### src/hw/ofs_pkg.sv
`default_nettype none
package ofs_pkg;
  // register byte offsets
  localparam logic [11:0] OFS_REG_SEL0   = 12'h000; // relay 1 code
  localparam logic [11:0] OFS_REG_SEL1   = 12'h004; // relay 2 code
  localparam logic [11:0] OFS_REG_SEL2   = 12'h008; // open collector code
  localparam logic [11:0] OFS_REG_DETF   = 12'h00C; // detect frequency
  localparam logic [11:0] OFS_REG_BAND   = 12'h010; // detect band
  localparam logic [11:0] OFS_REG_STAT   = 12'h014; // output state
  localparam logic [11:0] OFS_REG_COND   = 12'h018; // condition snapshot
  localparam int          OFS_NOUT       = 3;
  localparam int          OFS_CODE_W     = 6;
  localparam int          OFS_FREQ_W     = 16;
  localparam logic [5:0]  OFS_SEL_RST    = 6'h00;
  localparam logic [15:0] OFS_DETF_RST   = 16'h012C; // 30.0 Hz in 0.1 Hz
  localparam logic [15:0] OFS_BAND_RST   = 16'h0064; // 10.0 Hz in 0.1 Hz

  // function codes
  typedef enum logic [5:0] {
    OFS_F_NONE  = 6'h00, OFS_F_FDT4 = 6'h04, OFS_F_OVLD  = 6'h05,
    OFS_F_IOL   = 6'h06, OFS_F_UNDL = 6'h07, OFS_F_FAN   = 6'h08,
    OFS_F_STALL = 6'h09, OFS_F_OVV  = 6'h0A, OFS_F_LOWV  = 6'h0B,
    OFS_F_HEAT  = 6'h0C, OFS_F_LOST = 6'h0D, OFS_F_RUN   = 6'h0E,
    OFS_F_STOP  = 6'h0F, OFS_F_STDY = 6'h10, OFS_F_INVL  = 6'h11,
    OFS_F_COMM  = 6'h12, OFS_F_SRCH = 6'h13, OFS_F_RDY   = 6'h16,
    OFS_F_TMR   = 6'h1C, OFS_F_TRIP = 6'h1D, OFS_F_ONOFF = 6'h22,
    OFS_F_BRK   = 6'h23, OFS_F_KEB  = 6'h28
  } ofs_code_type;

  // drive status inputs, each a level from other logic or pins
  typedef struct packed {
    logic motor_overload;
    logic inverse_time_overload;
    logic underload_warn;
    logic fan_warn;
    logic stall;
    logic dc_overvoltage;
    logic dc_undervoltage;
    logic overheat;
    logic cmd_lost;
    logic run_cmd;
    logic output_voltage;
    logic dc_braking;
    logic accelerating;
    logic decelerating;
    logic inverter_line;
    logic comm_line;
    logic speed_search;
    logic ready;
    logic timer_out;
    logic trip;
    logic onoff_cmp;
    logic brake_release_drive;
    logic energy_buffering_active;
  } ofs_cond_type;
  localparam int OFS_COND_W = $bits(ofs_cond_type);
endpackage
`default_nettype wire

### src/hw/ofs_selector.sv
`default_nettype none
////////////////////////////////////////////////////////////////////////////////
// How it works
// - code 4: accel needs freq >= detect; decel needs freq > detect-band/2
// - code 5: output follows motor overload
// - code 6: output follows inverse-time overload fault
// - code 7: output follows underload warning
// - code 8: output follows fan fault warning
// - code 9: output when overloaded and stalled together
// - code 10: output while DC link above overvoltage threshold
// - code 11: output while DC link below undervoltage level
// - code 12: output while inverter overheats
// - code 13: output when analog or serial command is lost
// - code 14: run command and output voltage, never during DC braking
// - code 15: run command off and no output voltage
// - code 16: steady speed, neither accelerating nor decelerating
// - code 17: motor fed from inverter line
// - code 18: motor fed from commercial mains
// - code 19: output during speed search
// - code 22: drive ready for an external run command
// - code 28: output follows the timer function
// - code 29: output after a fault trip
// - code 34: output follows analog on/off comparison
// - code 35: output follows brake release signal
// - code 40: output while energy buffering is active
// - each relay and the open collector has its own code
module ofs_selector #(
  parameter int NOUT = ofs_pkg::OFS_NOUT
) (
  input  wire logic                      pclk,
  input  wire logic                      presetn,
  input  wire logic                      psel,
  input  wire logic                      penable,
  input  wire logic                      pwrite,
  input  wire logic [11:0]               paddr,
  input  wire logic [31:0]               pwdata,
  output logic      [31:0]               prdata,
  output logic                           pready,
  output logic                           pslverr,
  input  wire ofs_pkg::ofs_cond_type     cond_pins,
  input  wire logic [ofs_pkg::OFS_FREQ_W-1:0] oper_freq,
  output logic                           relay1_out,
  output logic                           relay2_out,
  output logic                           open_collector_output
);

  // the pin set is fixed at three, so refuse any other count
  if (NOUT != ofs_pkg::OFS_NOUT)
  begin : g_nout_check
    $error("ofs_selector serves exactly three outputs");
  end

  localparam int CW = ofs_pkg::OFS_CODE_W;
  localparam int FW = ofs_pkg::OFS_FREQ_W;

  ////////////////////////////////////////////////////////////////////////////
  // two-flop synchroniser on the condition pins; stage one feeds stage two only
  ofs_pkg::ofs_cond_type cond_meta_r;
  ofs_pkg::ofs_cond_type cond_r;

  always_ff @(posedge pclk or negedge presetn)
  begin
    if (!presetn)
    begin
      cond_meta_r <= '0;
      cond_r      <= '0;
    end
    else
    begin
      cond_meta_r <= cond_pins;
      cond_r      <= cond_meta_r;
    end
  end

  ////////////////////////////////////////////////////////////////////////////
  // configuration registers
  logic [CW-1:0] sel_r [NOUT];
  logic [FW-1:0] detf_r;
  logic [FW-1:0] band_r;
  logic [NOUT-1:0] out_r;

  // apb decode; every access completes with zero wait states
  wire wr_en    = psel & penable & pwrite;
  wire [11:0] a = paddr;
  wire hit_sel0 = (a == ofs_pkg::OFS_REG_SEL0);
  wire hit_sel1 = (a == ofs_pkg::OFS_REG_SEL1);
  wire hit_sel2 = (a == ofs_pkg::OFS_REG_SEL2);
  wire hit_detf = (a == ofs_pkg::OFS_REG_DETF);
  wire hit_band = (a == ofs_pkg::OFS_REG_BAND);
  wire hit_stat = (a == ofs_pkg::OFS_REG_STAT);
  wire hit_cond = (a == ofs_pkg::OFS_REG_COND);
  wire hit_any  = hit_sel0 | hit_sel1 | hit_sel2 | hit_detf | hit_band
                | hit_stat | hit_cond;
  wire [NOUT-1:0] hit_sel = {hit_sel2, hit_sel1, hit_sel0};

  // read mux; unused upper bits read zero
  wire [31:0] rd_mux =
      hit_sel0 ? {{(32-CW){1'b0}}, sel_r[0]} :
      hit_sel1 ? {{(32-CW){1'b0}}, sel_r[1]} :
      hit_sel2 ? {{(32-CW){1'b0}}, sel_r[2]} :
      hit_detf ? {{(32-FW){1'b0}}, detf_r} :
      hit_band ? {{(32-FW){1'b0}}, band_r} :
      hit_stat ? {{(32-NOUT){1'b0}}, out_r} :
      hit_cond ? {{(32-ofs_pkg::OFS_COND_W){1'b0}}, cond_r} :
      32'h0000_0000;

  // per-output code registers, written independently
  genvar g;
  generate
    for (g = 0; g < NOUT; g++)
    begin : g_sel
      always_ff @(posedge pclk or negedge presetn)
      begin
        if (!presetn)
          sel_r[g] <= ofs_pkg::OFS_SEL_RST;
        else if (wr_en && hit_sel[g])
          sel_r[g] <= pwdata[CW-1:0];
      end
    end
  endgenerate

  // frequency detect settings
  always_ff @(posedge pclk or negedge presetn)
  begin
    if (!presetn)
    begin
      detf_r <= ofs_pkg::OFS_DETF_RST;
      band_r <= ofs_pkg::OFS_BAND_RST;
    end
    else if (wr_en)
    begin
      if (hit_detf)
        detf_r <= pwdata[FW-1:0];
      if (hit_band)
        band_r <= pwdata[FW-1:0];
    end
  end

  // apb answer registers; unmapped addresses give pslverr, read zero
  always_ff @(posedge pclk or negedge presetn)
  begin
    if (!presetn)
    begin
      prdata  <= 32'h0000_0000;
      pready  <= 1'b0;
      pslverr <= 1'b0;
    end
    else
    begin
      pready  <= psel & ~penable;
      pslverr <= psel & ~penable & ~hit_any;
      prdata  <= (psel & ~penable & ~pwrite) ? rd_mux : 32'h0000_0000;
    end
  end

  ////////////////////////////////////////////////////////////////////////////
  // freq_detect_accel_decel comparison; half band by shift, floored at zero
  wire [FW-1:0] half_band = {1'b0, band_r[FW-1:1]};
  wire [FW-1:0] dec_thr   = (detf_r > half_band) ?
                            FW'(detf_r - half_band) : '0;
  wire fdt_acc = cond_r.accelerating & (oper_freq >= detf_r);
  wire fdt_dec = cond_r.decelerating & (oper_freq > dec_thr);
  wire freq_detect_accel_decel = fdt_acc | fdt_dec;

  // derived conditions
  wire c_stall  = cond_r.motor_overload & cond_r.stall;
  wire c_run    = cond_r.run_cmd & cond_r.output_voltage
                & ~cond_r.dc_braking;
  wire c_stop   = ~cond_r.run_cmd & ~cond_r.output_voltage;
  wire c_steady = cond_r.output_voltage & ~cond_r.accelerating
                & ~cond_r.decelerating;

  // selection function, shared by all outputs
  function automatic logic pick(input logic [CW-1:0] code,
                                input ofs_pkg::ofs_cond_type c,
                                input logic fdt,
                                input logic stl,
                                input logic run,
                                input logic stp,
                                input logic sdy);
    logic v;
    v = 1'b0;
    case (code)
      ofs_pkg::OFS_F_FDT4:  v = fdt;
      ofs_pkg::OFS_F_OVLD:  v = c.motor_overload;
      ofs_pkg::OFS_F_IOL:   v = c.inverse_time_overload;
      ofs_pkg::OFS_F_UNDL:  v = c.underload_warn;
      ofs_pkg::OFS_F_FAN:   v = c.fan_warn;
      ofs_pkg::OFS_F_STALL: v = stl;
      ofs_pkg::OFS_F_OVV:   v = c.dc_overvoltage;
      ofs_pkg::OFS_F_LOWV:  v = c.dc_undervoltage;
      ofs_pkg::OFS_F_HEAT:  v = c.overheat;
      ofs_pkg::OFS_F_LOST:  v = c.cmd_lost;
      ofs_pkg::OFS_F_RUN:   v = run;
      ofs_pkg::OFS_F_STOP:  v = stp;
      ofs_pkg::OFS_F_STDY:  v = sdy;
      ofs_pkg::OFS_F_INVL:  v = c.inverter_line;
      ofs_pkg::OFS_F_COMM:  v = c.comm_line;
      ofs_pkg::OFS_F_SRCH:  v = c.speed_search;
      ofs_pkg::OFS_F_RDY:   v = c.ready;
      ofs_pkg::OFS_F_TMR:   v = c.timer_out;
      ofs_pkg::OFS_F_TRIP:  v = c.trip;
      ofs_pkg::OFS_F_ONOFF: v = c.onoff_cmp;
      ofs_pkg::OFS_F_BRK:   v = c.brake_release_drive;
      ofs_pkg::OFS_F_KEB:   v = c.energy_buffering_active;
      default:              v = 1'b0;
    endcase
    return v;
  endfunction

  // per-output selection, registered so pins come straight from flops
  logic [NOUT-1:0] out_nxt;
  generate
    for (g = 0; g < NOUT; g++)
    begin : g_out
      assign out_nxt[g] = pick(sel_r[g], cond_r, freq_detect_accel_decel,
                               c_stall, c_run, c_stop, c_steady);
    end
  endgenerate

  always_ff @(posedge pclk or negedge presetn)
  begin
    if (!presetn)
      out_r <= '0;
    else
      out_r <= out_nxt;
  end

  // pins get their own flops, loaded from out_nxt on the same edge as out_r
  always_ff @(posedge pclk or negedge presetn)
  begin
    if (!presetn)
    begin
      relay1_out            <= 1'b0;
      relay2_out            <= 1'b0;
      open_collector_output <= 1'b0;
    end
    else
    begin
      relay1_out            <= out_nxt[0];
      relay2_out            <= out_nxt[1];
      open_collector_output <= out_nxt[2];
    end
  end
endmodule
`default_nettype wire

### config.mk
export PLATFORM = sky130hd
export DESIGN_NAME = ofs_selector
export DESIGN_NICKNAME = d
export VERILOG_FILES = /design/src/hw/ofs_pkg.sv /design/src/hw/ofs_selector.sv
export SDC_FILE = /design/constraint.sdc
export NUM_CORES = 1
export LEC_CHECK = 0
export BUFFER_PORTS_ARGS = -buffer_cell sky130_fd_sc_hd__buf_2
export CAP_MARGIN = 10
export CORE_UTILIZATION = 50
export CTS_BUF_LIST = sky130_fd_sc_hd__clkbuf_4 sky130_fd_sc_hd__clkbuf_8
export CTS_CLUSTER_SIZE = 14
export DETAILED_ROUTE_END_ITERATION = 7
export GPL_TIMING_DRIVEN = 0
export HOLD_SLACK_MARGIN = 0.08
export MAX_ROUTING_LAYER = met4
export PLACE_DENSITY = 0.73
export SLEW_MARGIN = 20
export SYNTH_ARGS = -nofsm -noshare
export SYNTH_HDL_FRONTEND = slang
export SYNTH_SLANG_ARGS = --single-unit
### constraint.sdc
create_clock -name pclk -period 7 [get_ports pclk]
set_input_delay 0.35 -clock pclk [delete_from_list [all_inputs] [get_ports pclk]]
set_output_delay 0.35 -clock pclk [all_outputs]
set_load 0.02 [all_outputs]
### Yosys cells after proc, flatten, opt, wreduce, memory -nomap -nowiden

Index checks and enable logic that the tools add are counted.

| storage, ports and cells | value |
|---|---|
| word-level logic and storage cells | 180 |
| output and inout port bits | 37 |
| register bits after elaboration | 127 |

| cells by class | value |
|---|---|
| add/sub/neg operators | 1 |
| $lt $le $gt $ge | 3 |
| equal/unequal tests | 72 |
| mux-type cells | 12 |
| bitwise gates (word level) | 28 |
| reductions and logical operators | 6 |

Operators with widths:

| cell | count |
|---|---|
| $mux W23 | 8 |
| $eq A6 B4 Y1 const B | 24 |
| $eq A6 B5 Y1 const B | 21 |
| $eq A6 B3 Y1 const B | 12 |
| $pmux W1 S22 | 3 |
| $eq A6 B6 Y1 const B | 9 |
| $eq A12 B5 Y1 const B | 3 |
| $eq A12 B4 Y1 const B | 2 |
| $ge A16 B16 Y1 | 1 |
| $gt A16 B15 Y1 | 1 |
| $gt A16 B16 Y1 | 1 |
| $mux W16 | 1 |
| $sub A16 B15 Y16 | 1 |
| $and A1 B1 Y1 | 13 |
| $eq A12 B3 Y1 const B | 1 |
| $logic_not A12 Y1 | 1 |
| $not A1 Y1 | 8 |
| $or A1 B1 Y1 | 7 |
| $reduce_and A2 Y1 | 2 |
| $logic_and A1 B1 Y1 | 3 |

### Logic depth before layout (Yosys ltp)

| logic depth | value |
|---|---|
| depth in word-level cells | 9 |
| depth in mapped cells | 18 |
| mapped depth without buffers | 17 |

### Worst setup path after synthesis

OpenSTA, ideal clock, no wires.

| timing | value |
|---|---|
| path kind | register -> register |
| start | reg band_r[6] |
| end | reg out_r[0] |
| slack | 2.942 ns |
| setup time | 0.151 ns |
| stages on the path, launching flop included | 17 |
| period minus slack after synthesis | 4.058 ns |
| arrival time | 3.907 ns |
| path through | dfstp_2 > inv_1 > ha_1 > o21ai_0 > a21boi_0 > o21ai_0 > o311ai_0 > a31o_2 > clkbuf_1 > nand2_1 > ha_1 > or4_1 > a211oi_1 > o21ai_0 > a31oi_1 > o221a_2 > o221ai_1 |

| on the way | value |
|---|---|
| longest elaborated chain between the ends | 6 |
| elaborated cells between the ends (all ways) | 7 |

Ends and longest elaborated chain:

| what | line | source |
|---|---|---|
| start: declaration | ofs_selector.sv:79 | `logic [FW-1:0] band_r;` |
| start signal: assignment | ofs_selector.sv:128 | `band_r <= ofs_pkg::OFS_BAND_RST;` |
| start signal: assignment | ofs_selector.sv:135 | `band_r <= pwdata[FW-1:0];` |
| $sub A16 B15 Y16 / $gt A16 B15 Y1 (equally long branches) | ofs_selector.sv:160, ofs_selector.sv:159 |  |
| $mux W16 (*) | ofs_selector.sv:159 | `wire [FW-1:0] dec_thr = (detf_r > half_band) ?` |
| $gt A16 B16 Y1 (*) | ofs_selector.sv:162 | `wire fdt_dec = cond_r.decelerating & (oper_freq > dec_thr);` |
| $and A1 B1 Y1 (*) | ofs_selector.sv:162 |  |
| $or A1 B1 Y1 (*) | ofs_selector.sv:163 | `wire freq_detect_accel_decel = fdt_acc \| fdt_dec;` |
| $pmux W1 S22 (*) | ofs_selector.sv:183 | `case (code)` |
| via out_nxt[0] | ofs_selector.sv:212 | `logic [NOUT-1:0] out_nxt;` |
| end signal: assignment | ofs_selector.sv:226 | `out_r <= out_nxt;` |
| end: declaration | ofs_selector.sv:80 | `logic [NOUT-1:0] out_r;` |

Mark *: on every way through the listed nets, which the timed path passes. The rest lies on a longest branch.
A chain may end at the register's enable or synchronous reset.

### Worst setup path after layout

Ends and elaborated chain as after synthesis.

==> key figures <==
Outcome
  – Outcome: completed

Timing
  – Skew final: roughly 0.016 ns
  – Hold WS: 0.141 ns
  – Final setup viols: 0
  – RSZ-0062 raised after global routing: no
  – Hold Fails Final Rpt: 0
  – Fmax: 0.194 GHz
  – Slew margin rel.: 0.603
  – Tmin final: just over 5 ns
  – Final Cycle Share: 0.736
  – Setup WS post-layout: 1.85 ns
  – Setup TNS: 0 ns
  – Max-slew violation count: 0
  – Worst slew pin tran: about 0.59 ns

Setup path
  – Worst EP required: 7.25 ns
  – Worst path depth: 16
  – Crit start category: register
  – Critical path, cell by cell: inv_1, ha_1, o21ai_0, a21boi_0, o21ai_0, o311ai_0, a31o_2, clkbuf_1, nand2_1, ha_1, or4_1, a211oi_1, o21ai_0, a31oi_1, o221a_2, o221ai_1
  – Critical Path Sink Type: register
  – Slowest-stage cell, CP: o311ai_0
  – CP top delay family: compound AO/OA/AOI/OAI gates
  – Worst path buffer plus inverter count: 2
  – R2R depth: 16
  – Crit path kind: register to register
  – Most frequent CP cell: o21ai_0
  – CP max stage delay: 0.59 ns
  – Crit-path max FO: 10
  – Critical path data arrival time: 5.41 ns

Drt
  – DR WL/cell: ~19 µm
  – Vias: roughly 6,000
  – Final WL: 19.8 mm
  – DRC errors left: 0
  – First-pass DRT Iterations: 7
  – DR vias/cell: 5.83
  – Routed Antenna Nets: 0
  – Drt initial violations: around 580

Global routing
  – Vias in the first global route: between 5,000 and 6,000
  – Initial antenna violation count: 0
  – Pin count of the biggest net entering global routing: 84
  – Global-route wire length before repair: ~31 mm
  – All-Layer GR Usage: 0.300
  – Overflow after GRT: 0

Flow run
  – Max Cap Viol: 0

Synth
  – Yosys top cell area share: 0.424
  – Top FF cell, synth: dfrtp_1
  – Synth Instances: a little under 700
  – Post-synthesis cell type count: 78
  – Mapped Avg Cell Area: 10.1 µm²
  – Yosys top cell by area: dfrtp_1
  – Ys async rst share: 1.00
  – Mapped cell area: just under 7000 µm²
  – #FFs+latches synth: about 120
  – Post-synthesis sequential area ratio: 0.451
  – Synthesis Warnings: 0
  – Post-synth EDFFs: 0
  – Synth top area cells: dfrtp_1 42%, ha_1 8.5%, mux2_2 6.0%

Clocking
  – H-tree Lvls: 4
  – Root Buffer: clkbuf_8
  – Insertion delay to the later sink of the worst-skew pair: 0.44 ns
  – Clock Sinks: approximately 120
  – CTS clk-pin slew, worst paths: 0.07 ns
  – CTS tree: built
  – Post-CTS sizing: 0
  – Buffer depth of the longest clock path: 2
  – Num CTS Buffers: 17

Power and ir drop
  – Reg power frac: 0.486
  – Pwr Density: 184 nW/µm²
  – Total leakage power: 3.98 nW
  – Clock network fraction of design power: 0.448
  – Switch share: 0.237
  – Switching Power: 0.000363 W
  – Internal: ~0.0012 W
  – Maximum vdd ir drop: roughly 150 µV
  – Comb pwr share: 0.066

Place
  – Port bufs: 98
  – Setup slack after placement: ~2.0 ns
  – Half-perimeter wire length after placement: about 15 mm
  – GPL Wtd Cong: slightly below 1
  – Dpl cell area: approximately 7700 µm²

Final layout
  – Share of cells above drive strength 1: 0.245
  – Most frequent cells in the layout: 117 x dfrtp_1, 100 x buf_2, 62 x nand2_1, 51 x o21ai_0, 49 x inv_1
  – Final non-filler cell area: 8360 µm²
  – Layout area overhead: 21.0%
  – Filler Cells Inserted: around 1,100
  – Nets: about 970
  – Most common cell after layout, fill and taps aside: dfrtp_1
  – Seq. cell area: 3110 µm²
  – Footprint of the multi-input gates: between 3000 and 4000 µm²
  – Post-layout util: 0.626
  – Antenna cells: 0

Die
  – Ports: 125
  – Die Ht: 120 µm
  – Num rows: 42
  – Core Box Area: around 13,000 µm²
  – Die width: about 120 µm
  – Die area: approximately 14,000 µm²
  – Initial Utilization: 0.517

Worst hold path
  – Tightest Hold Check Type: primary input to register
  – Hold depth: 3
## tightest hold or removal path: stages
cell and delay, ns:
buf_2 0.10, nand2_1 0.05, o21ai_0 0.07
## cells in the mapped netlist (all sizes together), types with 3 or more instances
| library cell | n |
|---|---|
| a211oi | 7 |
| a21o | 3 |
| a21oi | 32 |
| a222oi | 14 |
| a22oi | 6 |
| a31o | 3 |
| a31oi | 11 |
| a32oi | 3 |
| and2 | 3 |
| and3 | 13 |
| buf | 14 |
| clkbuf | 24 |
| dfrtp | 117 |
| dfstp | 7 |
| ha | 47 |
| inv | 49 |
| mux2 | 37 |
| mux2i | 8 |
| nand2 | 62 |
| nand2b | 6 |
| nand3 | 14 |
| nand3b | 5 |
| nand4 | 8 |
| nand4b | 3 |
| nor2 | 39 |
| nor2b | 9 |
| nor3 | 12 |
| nor4 | 5 |
| o21ai | 51 |
| o311ai | 3 |
| or4 | 5 |
| xnor2 | 7 |
| xor2 | 5 |
## per-layer routing
metal | vias up | global-route usage | share of wire
li1 | 2772 | - | -
met1 | 2873 | 0.402 | 0.44
met2 | 270 | 0.455 | 0.47
met3 | 35 | 0.0623 | 0.070
met4 | 0 | 0.105 | 0.021
met5 | - | - | 0
## cells by family (layout without fill, tap and decap cells)
kind of cell / count (synthesis) / count (layout) / share of synthesized area
and+or+nand+nor: 199 / 199 / 0.158
other: 1 / 9 / 0.000543
buffers and inverters: 87 / 241 / 0.0540
xor gates and xnor gates: 12 / 12 / 0.0152
muxes: 45 / 45 / 0.0719
adders and majority gates: 48 / 48 / 0.0881
AOI/OAI and AO/OA: 166 / 166 / 0.161
DFF: 124 / 124 / 0.451
## flip-flops by register name (all words and copies together), names as in the netlist
register and count:
band_r 16, out_r 2, pslverr 1, prdata 23, detf_r 16, open_collector_output 1, pready 1, cond_r 23
cond_meta_r 23, sel_r 18
## path summary, 6_finish.rpt
path | to | slack [ns] | from
worst max-delay path | out_r[0]$_DFF_PN0_ | 1.85 | band_r[6]$_DFFE_PN1P_
worst min-delay path | detf_r[8]$_DFFE_PN1P_ | 0.14 | pwdata[8]
worst max register to register | out_r[0]$_DFF_PN0_ | 1.85 | band_r[6]$_DFFE_PN1P_
worst min register to register | cond_r[14]$_DFF_PN0_ | 0.34 | cond_meta_r[14]$_DFF_PN0_
max in group asynchronous | detf_r[8]$_DFFE_PN1P_ | 5.86 | presetn
min in group asynchronous | prdata[20]$_DFF_PN0_ | 0.40 | presetn
## power by group through the flow
| stage | combinational, W | sequential (W) | clock (W) |
|---|---|---|---|
| 2_1_floorplan | 0.0000356 | 0.000752 | 0 |
| 3_3_place_gp | 0.0000842 | 0.000758 | 0 |
| 3_5_place_dp | 0.0000900 | 0.000758 | 0 |
| 4_1_cts | 0.000101 | 0.000744 | 0.000698 |
| 5_1_grt | 0.000112 | 0.000746 | 0.000728 |
| 6_report | 0.000101 | 0.000745 | 0.000688 |
## per-stage QoR
step	total power, W	std cells
after global placement	0.000842	964
after floorplan	0.000787	690
after detailed placement	0.000848	965
after global routing	0.00159	1020
final	0.00153	1020
after CTS	0.00154	1020
## layout make-up
class                           instances  area share
Buffer                                 38      0.0226
Clock buffer                           18      0.0296
Clock inverter                         13      0.0226
Inverter                               49      0.0220
Multi-Input combinational cell        479       0.413
Sequential cell                       124       0.372
Tap cell                              176      0.0264
Timing Repair Buffer                  123      0.0915
## what timing repair did
| item | CTS | global route |
|---|---|---|
| hold buffers | 24 | 0 |
| hold endpoints to repair | 64 | 0 |
| buffers inserted | 0 | 0 |
Power figures use the tool's default switching activity.
